===== config.mk =====
export PLATFORM = sky130hd
export DESIGN_NAME = stl_soft_travel_limiter
export DESIGN_NICKNAME = d
export VERILOG_FILES = /design/src/stl_pkg.sv /design/src/stl_soft_travel_limiter.sv
export SDC_FILE = /design/constraint.sdc
export NUM_CORES = 1
export LEC_CHECK = 0
export BUFFER_PORTS_ARGS = -buffer_cell sky130_fd_sc_hd__buf_2
export CAP_MARGIN = 40
export CORE_MARGIN = 2
export CORE_UTILIZATION = 40
export CTS_CLUSTER_SIZE = 30
export DETAILED_ROUTE_END_ITERATION = 8
export PLACE_DENSITY = 0.71
export SYNTH_ARGS = -nofsm -noshare
export SYNTH_HDL_FRONTEND = slang
export SYNTH_SLANG_ARGS = --single-unit

===== constraint.sdc =====
create_clock -name i_sys_clk -period 3.08 [get_ports i_sys_clk]
set_clock_uncertainty 0.15 [all_clocks]
set_input_delay 0.616 -clock i_sys_clk [delete_from_list [all_inputs] [get_ports i_sys_clk]]
set_output_delay 0.616 -clock i_sys_clk [all_outputs]
set_load 0.1 [all_outputs]

===== src/stl_pkg.sv =====
package stl_pkg;
   localparam int POS_W = 32;
   localparam logic [7:0] REG_FIRST_MIN = 8'h0A;
   localparam logic [7:0] REG_FIRST_MAX = 8'hC6;
   localparam logic [7:0] REG_DISABLE = 8'h00;
   localparam int STATUS_LIMIT_BIT = 1;
   localparam logic [15:0] STATUS_RST = 16'h0000;
   localparam logic [31:0] TARGET_RST = 32'h00000000;

   typedef struct packed {
      logic [POS_W-1:0] lower;
      logic [POS_W-1:0] upper;
   } stl_bounds_s;

   typedef enum logic [1:0] {
      STL_IDLE = 2'b00,
      STL_MOVE = 2'b01,
      STL_HELD = 2'b10
   } stl_state_e;
endpackage


===== src/stl_soft_travel_limiter.sv =====
`timescale 1ns/10ps
module stl_soft_travel_limiter (
   // Clock and reset.
   input wire logic i_sys_clk,
   input wire logic i_rst_n,
   // Configuration and register file view.
   input wire logic [7:0] i_start_reg,
   input wire stl_pkg::stl_bounds_s i_bounds,
   // Trajectory generator.
   input wire logic i_move_start,
   input wire logic [stl_pkg::POS_W-1:0] i_move_goal,
   input wire logic i_profile_valid,
   input wire logic [stl_pkg::POS_W-1:0] i_profile_pos,
   // Direct target write.
   input wire logic i_direct_wr,
   input wire logic [stl_pkg::POS_W-1:0] i_direct_val,
   // Results.
   output logic [stl_pkg::POS_W-1:0] o_target,
   output logic [15:0] o_second_internal_status_word,
   output logic o_limit_active,
   output logic o_profile_ready
);
   localparam int W = stl_pkg::POS_W;

   stl_pkg::stl_state_e state_r, state_nxt;
   logic [W-1:0] target_r, target_nxt;
   logic [15:0] status_r, status_nxt;
   logic limit_r, limit_nxt;
   logic ready_r, ready_nxt;
   logic enabled;
   logic signed [W-1:0] lo, hi, tgt, cand, goal;
   logic neg_step, pos_step, block, goal_beyond;

   always_comb begin
      // Bound values are sampled live each cycle, not latched at the command.
      lo = $signed(i_bounds.lower);
      hi = $signed(i_bounds.upper);
      tgt = $signed(target_r);
      cand = $signed(i_profile_pos);
      goal = $signed(i_move_goal);
      // Out-of-range start registers are treated as disabled as well.
      enabled = (i_start_reg != stl_pkg::REG_DISABLE) &&
         (i_start_reg >= stl_pkg::REG_FIRST_MIN) &&
         (i_start_reg <= stl_pkg::REG_FIRST_MAX);
      neg_step = cand < tgt;
      pos_step = cand > tgt;
      // Signed compare keeps the range linear, so a wrap looks like a huge jump.
      block = enabled && ((neg_step && cand <= lo) || (pos_step && cand >= hi));
      goal_beyond = enabled && ((goal < tgt && goal <= lo) || (goal > tgt && goal >= hi));
      // A dead zone gives lo>=hi, so any move from inside it is blocked.
      ready_nxt = 1'b1;
      state_nxt = state_r;
      target_nxt = target_r;
      status_nxt = status_r;
      limit_nxt = 1'b0;
      if (i_direct_wr) begin
         target_nxt = i_direct_val;
         state_nxt = stl_pkg::STL_IDLE;
      end else begin
         case (state_r)
            stl_pkg::STL_IDLE: begin
               if (i_move_start) begin
                  state_nxt = stl_pkg::STL_MOVE;
                  if (goal_beyond) begin
                     status_nxt[stl_pkg::STATUS_LIMIT_BIT] = 1'b1;
                  end
               end
            end
            stl_pkg::STL_MOVE, stl_pkg::STL_HELD: begin
               if (i_move_start) begin
                  if (goal_beyond) begin
                     status_nxt[stl_pkg::STATUS_LIMIT_BIT] = 1'b1;
                  end
               end
               if (i_profile_valid) begin
                  if (block) begin
                     // Ramp ends on the last in-range step; profile output is dropped.
                     state_nxt = stl_pkg::STL_HELD;
                     limit_nxt = 1'b1;
                     status_nxt[stl_pkg::STATUS_LIMIT_BIT] = 1'b1;
                  end else begin
                     // Motion back toward the range is passed unless the step reaches or crosses the opposite bound.
                     target_nxt = i_profile_pos;
                     state_nxt = stl_pkg::STL_MOVE;
                  end
               end else if (state_r == stl_pkg::STL_HELD) begin
                  limit_nxt = 1'b1;
               end
            end
            default: begin
               state_nxt = stl_pkg::STL_IDLE;
            end
         endcase
      end
   end

   always_ff @(posedge i_sys_clk) begin
      if (!i_rst_n) begin
         state_r <= stl_pkg::STL_IDLE;
         target_r <= stl_pkg::TARGET_RST;
         status_r <= stl_pkg::STATUS_RST;
         limit_r <= 1'b0;
         ready_r <= 1'b0;
      end else begin
         state_r <= state_nxt;
         target_r <= target_nxt;
         status_r <= status_nxt;
         limit_r <= limit_nxt;
         ready_r <= ready_nxt;
      end
   end

   assign o_target = target_r;
   assign o_second_internal_status_word = status_r;
   assign o_limit_active = limit_r;
   assign o_profile_ready = ready_r;

   a_disabled_passes: assert property (@(posedge i_sys_clk) disable iff (!i_rst_n)
      (i_start_reg == stl_pkg::REG_DISABLE && !i_direct_wr && i_profile_valid
       && state_r != stl_pkg::STL_IDLE) |=> (o_target == $past(i_profile_pos)))
      else $error("Disabled limiter altered a move target.");
   a_direct_bypass: assert property (@(posedge i_sys_clk) disable iff (!i_rst_n)
      i_direct_wr |=> (o_target == $past(i_direct_val)))
      else $error("Direct write did not reach the target.");
   a_block_holds: assert property (@(posedge i_sys_clk) disable iff (!i_rst_n)
      (!i_direct_wr && block && i_profile_valid && state_r != stl_pkg::STL_IDLE)
      |=> ($stable(o_target) && o_limit_active))
      else $error("Blocked step moved the target.");
   a_limit_flag: assert property (@(posedge i_sys_clk) disable iff (!i_rst_n)
      o_limit_active |-> o_second_internal_status_word[stl_pkg::STATUS_LIMIT_BIT])
      else $error("Limiting without status flag.");
   a_cmd_flag: assert property (@(posedge i_sys_clk) disable iff (!i_rst_n)
      (!i_direct_wr && i_move_start && goal_beyond)
      |=> o_second_internal_status_word[stl_pkg::STATUS_LIMIT_BIT])
      else $error("Command beyond bound not flagged.");
   a_upper_kept: assert property (@(posedge i_sys_clk) disable iff (!i_rst_n)
      (enabled && !i_direct_wr && i_profile_valid && pos_step
       && state_r != stl_pkg::STL_IDLE) |=> ($signed(o_target) < $past(hi)
       || o_target == $past(target_r)))
      else $error("Target crossed upper bound.");
   a_lower_kept: assert property (@(posedge i_sys_clk) disable iff (!i_rst_n)
      (enabled && !i_direct_wr && i_profile_valid && neg_step
       && state_r != stl_pkg::STL_IDLE) |=> ($signed(o_target) > $past(lo)
       || o_target == $past(target_r)))
      else $error("Target crossed lower bound.");
   a_return_ok: assert property (@(posedge i_sys_clk) disable iff (!i_rst_n)
      (enabled && !i_direct_wr && i_profile_valid && state_r != stl_pkg::STL_IDLE
       && tgt >= hi && neg_step && cand > lo) |=> (o_target == $past(i_profile_pos)))
      else $error("Return toward range was refused.");
endmodule


# After elaboration in Yosys (flattened, before gate mapping)
# Cells that the tools add are included.
# W data, S select, Z words.
[totals]
reg_bits = 37
inputBits = 173
out_inout_bits = 50
word_cells = 61
[classes]
order_cmp = 10
eq_ne = 5
mux = 17
bitwise = 3
n_reduce_logical = 21
[op_table]
columns = ["cell", "n"]
rows = [
  ["$mux W32", 4],
  ["$ge A32 B32 Y1", 2],
  ["$gt A32 B32 Y1", 2],
  ["$le A32 B32 Y1", 2],
  ["$lt A32 B32 Y1", 2],
  ["$ge A8 B4 Y1 const B", 1],
  ["$le A8 B8 Y1 const B", 1],
  ["$logic_and A1 B1 Y1", 8],
  ["$mux W1", 8],
  ["$reduce_bool A8 Y1", 1],
  ["$mux W2", 3],
  ["$ne A2 B2 Y1 const B", 3],
  ["$reduce_bool A2 Y1", 3],
  ["$pmux W2 S2", 1],
  ["$reduce_and A2 Y1", 2],
  ["$reduce_or A2 Y1", 2],
  ["$not A1 Y1", 3],
  ["$reduce_and A3 Y1", 1],
  ["$reduce_or A3 Y1", 1],
  ["$eq A2 B1 Y1 const B", 1],
  ["$eq A2 B2 Y1 const B", 1],
  ["$logic_not A2 Y1", 1],
  ["$logic_or A1 B1 Y1", 2],
  ["$pmux W1 S2", 1],
]

# Depth between registers and ports, before layout
[logic_depth]
word_depth = 9
mapped_depth = 12
ltp_nobuf = 11

# Worst setup path before layout
# Ideal clock, no wire load.
[synth_path]
path_kind = "register to register"
startpoint = "register target_r[1], in the netlist o_target[1]"
endpoint = "register target_r[0], in the netlist o_target[0]"
setup_time_ps = 132
t_arrival_ps = 3422
required_ps = 2798
slack_ps = -625
stages_incl_launch_ff = 13
n_path_buf = 1
period_less_slack_ps = 3705
cell_sequence = "dfxtp_1 > inv_1 > ha_1 > nor2b_2 > o211ai_2 > a2111oi_2 > o32ai_1 > mux2_4 > or2_4 > o221ai_4 > buf_12 > mux2i_1 > a21oi_1"
[synth_via]
elab_chain_len = 6
word_cells_on_any_way = 8
classes_between = "order compare: 2; eq/ne: 1; reduce/logical: 5"
[synth_rtl]
columns = ["element", "line_no", "rtl"]
rows = [
  ["start, declared", "stl_soft_travel_limiter.sv:26", "logic [W-1:0] target_r, target_nxt;"],
  ["start signal, assigned", "stl_soft_travel_limiter.sv:100", "target_r <= stl_pkg::TARGET_RST;"],
  ["start signal, assigned", "stl_soft_travel_limiter.sv:106", "target_r <= target_nxt;"],
  ["$lt A32 B32 Y1 / $gt A32 B32 Y1 (equally long branches)", "stl_soft_travel_limiter.sv:45, stl_soft_travel_limiter.sv:46", ""],
  ["$logic_and A1 B1 Y1", "stl_soft_travel_limiter.sv:48", "block = enabled && ((neg_step && cand <= lo) || (pos_step && cand >= hi));"],
  ["$logic_or A1 B1 Y1 *", "stl_soft_travel_limiter.sv:48", ""],
  ["$logic_and A1 B1 Y1 *", "stl_soft_travel_limiter.sv:48", ""],
  ["$ne A2 B2 Y1 (no source line) *", "-", ""],
  ["$reduce_and A3 Y1 (no source line) *", "-", ""],
]
# Every way passes the cells marked *; elsewhere a longest branch is shown, timed or not.
# A chain may end at the register's enable or synchronous reset.

# Worst setup path in the final report
[layout_path]
startpoint = "input i_profile_pos[12] in the netlist's numbering"
endpoint = "register target_r[1], in the netlist o_target[1]"
[layout_via]
elab_chain_len = 6
word_cells_on_any_way = 10
classes_between = "order compare: 4; eq/ne: 1; reduce/logical: 5"
[layout_rtl]
columns = ["element", "line_no", "rtl"]
rows = [
  ["start, declared", "stl_soft_travel_limiter.sv:13", "input wire logic [stl_pkg::POS_W-1:0] i_profile_pos,"],
  ["$lt A32 B32 Y1, or another cell as far along", "stl_soft_travel_limiter.sv:45", "neg_step = cand < tgt;"],
  ["$logic_and A1 B1 Y1", "stl_soft_travel_limiter.sv:48", ""],
  ["$logic_or A1 B1 Y1 *", "stl_soft_travel_limiter.sv:48", ""],
  ["$logic_and A1 B1 Y1 *", "stl_soft_travel_limiter.sv:48", ""],
  ["$ne A2 B2 Y1 (no source line) *", "-", ""],
  ["$reduce_and A3 Y1 (no source line) *", "-", ""],
]
# Marked as above.

==> key figures <==
Route
  • Post-route ant nets: 0
  • WL final: between 20 and 25 mm
  • Vias after detailed routing: about 7200
  • Via density: 5.37
  • DRT Pass-1 Iters: 7
  • Drc violations: 0
  • Starting DRT DRC Count: 334
  • Average routed wire per standard cell: 17.4 um

STA
  • Max-slew violations: 0
  • Setup TNS: -1.23 ns
  • Final setup vio count: 31
  • Final min period: ~3.2 ns
  • Final Cycle Share: 103%
  • Final number of hold-violating endpoints: 0
  • Worst-Margin Slew: 0.643 ns
  • Fmax: about 310 MHz
  • RSZ-0062 raised after global routing: yes
  • Slew headroom: between 50% and 60%
  • Setup ws final: -0.0993 ns

Logic synthesis
  • Unique masters post-synth: just under 60
  • Synth warnings: 0
  • Post-synth top area share: about two fifths
  • Mapped Avg Cell Area: approximately 8.1 um^2
  • Top_reg_cell synth: dfxtp_1
  • Synth top area cells: ha_1 (38%), dfxtp_1 (12%), a21oi_1 (8.4%)
  • Post-synth EDFFs: 0
  • #FFs+latches synth: 37
  • Mapped Area: 6400 um^2
  • Sequential area share after synthesis: a little under an eighth
  • Post-synth top area cell: ha_1
  • Asr flop ratio synth: 0%
  • Cells after Synth: just under 800

Clocking
  • Worst-case clock buffer depth: 2
  • Hold-fix buffers at CTS: 0
  • Root Driver: clkbuf_16
  • H-tree depth: 2
  • CTS tree: yes
  • Clock sink count: 37
  • CTS Buf Count: 5
  • Reg clk slew, reported paths: around 0.070 ns
  • Clk Latency, worst-skew pair: 0.29 ns

GRT
  • Met3 usage: roughly 3.3%
  • First-pass GRT wire length: about 35 mm
  • M2 GR Usage: a little over two fifths
  • Initial antenna violation count: 0
  • Gr busiest metal: met2
  • Largest net degree at the start of global routing: 37
  • Grt met1 use: 34.7%
  • Global route overflow: 0
  • Total Routing Usage GR: a little over a quarter
  • Vias in the first global route: around 7000

Power
  • Worst VDD drop: around 0.0002 V
  • Design Power: around 2700 uW
  • Power Dens Cells: ~280 nW/um^2
  • Leakage: 0.00504 uW

Min path
  • Cells on Worst Hold Path: 2
  • Hold_sp: o_target[24]
  • Worst hold path type: flip-flop to flip-flop
  • Hold path endpoint: o_target[24]

Critical path
  • R2R depth: 12
  • Crit Path Class: input port to flip-flop
  • Largest fanout on the critical path: 6
  • Worst R2R End: o_target[1]
  • R2r setup slk: -0.04 ns
  • WP data required: a little over 3 ns
  • Crit end category: flip-flop
  • CP Launch Type: input port
  • Worst flop-to-flop path startpoint: o_target[5]
  • Arrival time worst endpoint: about 3.2 ns

Floorplanning
  • Rows: 46
  • Die area: roughly 17000 um^2
  • Die Y: 130 um
  • Die W: 130 um
  • Core Box Area: 15800 um^2
  • Starting density of the core: between 40% and 50%
  • Num ports: between 200 and 250

Placement
  • Port bufs: ~210
  • Post-DP HPWL: about 19 mm
  • Routability cong.: 0.961

Run status
  • Failing checks: negative setup slack
  • Outcome: complete, but fails checks

Final layout
  • Fraction of layout cells with a size suffix above 1: between 40% and 50%
  • Area grow syn2layout: 51.9%
  • Filler Cells Inserted: ~1400
  • # diodes: 0
  • Sequential standard cell area: 858 um^2
  • Multi-input gate area in the final layout: ~5800 um^2
  • Nets@finish: ~1500

Flow run
  • Maximum Capacitance Violations: 0
[cell type report]
type | instances | area share, %
Multi-Input combinational cell | 630 | 59.5
Timing Repair Buffer | 346 | 23.3
Sequential cell | 37 | 8.84
Inverter | 106 | 4.10
Tap cell | 216 | 2.78
Clock buffer | 5 | 1.29
Clock inverter | 3 | 0.245
[cell usage after synthesis (2+ instances only)]
library cell,number
a211oi_1,4
a21o_1,27
a21oi_1,107
a221o_1,3
and3_1,2
and4_1,4
buf_12,3
buf_4,15
clkbuf_1,10
dfxtp_1,37
ha_1,195
inv_1,106
mux2i_1,34
nand2_1,38
nand2b_1,5
nand3_1,14
nand3b_1,2
nand4_1,40
nor2_1,19
nor2b_1,8
nor3_1,8
nor4_1,5
nor4_2,2
o211ai_1,4
o21a_1,3
o21ai_0,56
o22ai_1,5
[sequential cells by signal, summed over array words and instances (netlist names)]
register                       count
o_second_internal_status_word      1
o_target                          32
state_r                            2
o_profile_ready                    1
o_limit_active                     1
[what timing repair did]
item	CTS	global route
gates cloned	2	1
resized for setup	71	63
pin swaps	36	47
buffers inserted	11	8
setup endpoints to repair	34	35
[cell families after synthesis]
group / synth area share [%]
buffers and inverters: 9.51
DFF: 11.6
and+or+nand+nor: 13.1
AOI/OAI and AO/OA: 22.0
other: 0.0586
adders and majority gates: 38.1
muxes: 5.56
[power breakdown]
group	internal, uW	total (uW)	switching [uW]
combinational	666	1650	981
clock	305	544	238
sequential	507	533	25.7
total	1480	2720	1240
[placed cells by master, fill, tap and decap left out, types with 3 or more instances in the layout]
master     Yosys  routed
nand4_1       40      40
buf_6          0      12
buf_12         3       5
ha_1         195     156
conb_1         1      15
o22ai_1        5       4
o21ai_0       56      51
mux2i_2        0       3
a221o_1        3       3
inv_2          0      19
clkbuf_16      0       6
nand2b_1       5       5
and4_1         4       4
o21ai_1        1       3
nor2b_1        8       8
nand3_1       14      14
buf_2          0     193
o21a_1         3       3
nor2_1        19      17
a211oi_1       4       4
ha_4           0      39
nand2_1       38      37
o211ai_1       4       4
dfxtp_4        0      31
o21ai_2        0       3
nor3_1         8       7
nor4_2         2       4
mux2i_1       34      29
inv_1        106      87
a21o_1        27      27
a21oi_2        0      14
a21oi_1      107      93
nor4_1         5       3
buf_4         15     134
dfxtp_1       37       5
[how the worst max path moves through the flow]
stage                       from           end  slack, ns  depth (start not counted)
6_report       i_profile_pos[12]   o_target[1]       -0.1                         14
5_1_grt        i_profile_pos[12]  o_target[17]      -0.15                         14
4_1_cts        i_profile_pos[14]   o_target[1]     -0.008                         14
3_5_place_dp   i_profile_pos[19]   o_target[1]      -0.58                         13
3_3_place_gp   i_profile_pos[19]   o_target[5]      -0.44                         13
2_1_floorplan        o_target[1]   o_target[0]      -0.07                         12
[metal layers]
layer,share of wire (%),wire length [um],up-vias
li1,-,-,3571
met1,44,10400,3304
met2,47,10900,274
met3,5.8,1360,57
met4,3.1,727,0
met5,0,0,-
[worst max-delay path: stages]
cell and delay [ns]:
buf_4 0.14, buf_6 0.12, ha_4 0.25, nand4_1 0.14, buf_4 0.19, nor4_2 0.34, a211o_1 0.24, a21oi_2 0.09
mux2i_4 0.21, o221ai_4 0.24, buf_6 0.18, buf_12 0.15, mux2i_4 0.22, a21oi_1 0.07
[metrics by stage]
| stage | instances | instance area (um^2) | hold slack (ns) | worst slack [ns] | utilization (%) |
|---|---|---|---|---|---|
| floorplan | 801 | 6600 | 0.355 | -0.0662 | - |
| global placement | 1315 | 8630 | 0.376 | -0.436 | 54.7 |
| detailed placement | 1315 | 8630 | 0.380 | -0.578 | 54.7 |
| CTS | 1335 | 9380 | 0.398 | -0.00816 | 59.5 |
| global route | 1343 | 9710 | 0.441 | -0.155 | 61.6 |
| finish | 1343 | 9710 | 0.397 | -0.0993 | 61.6 |
Note: power is estimated with default switching activity, not from simulation.
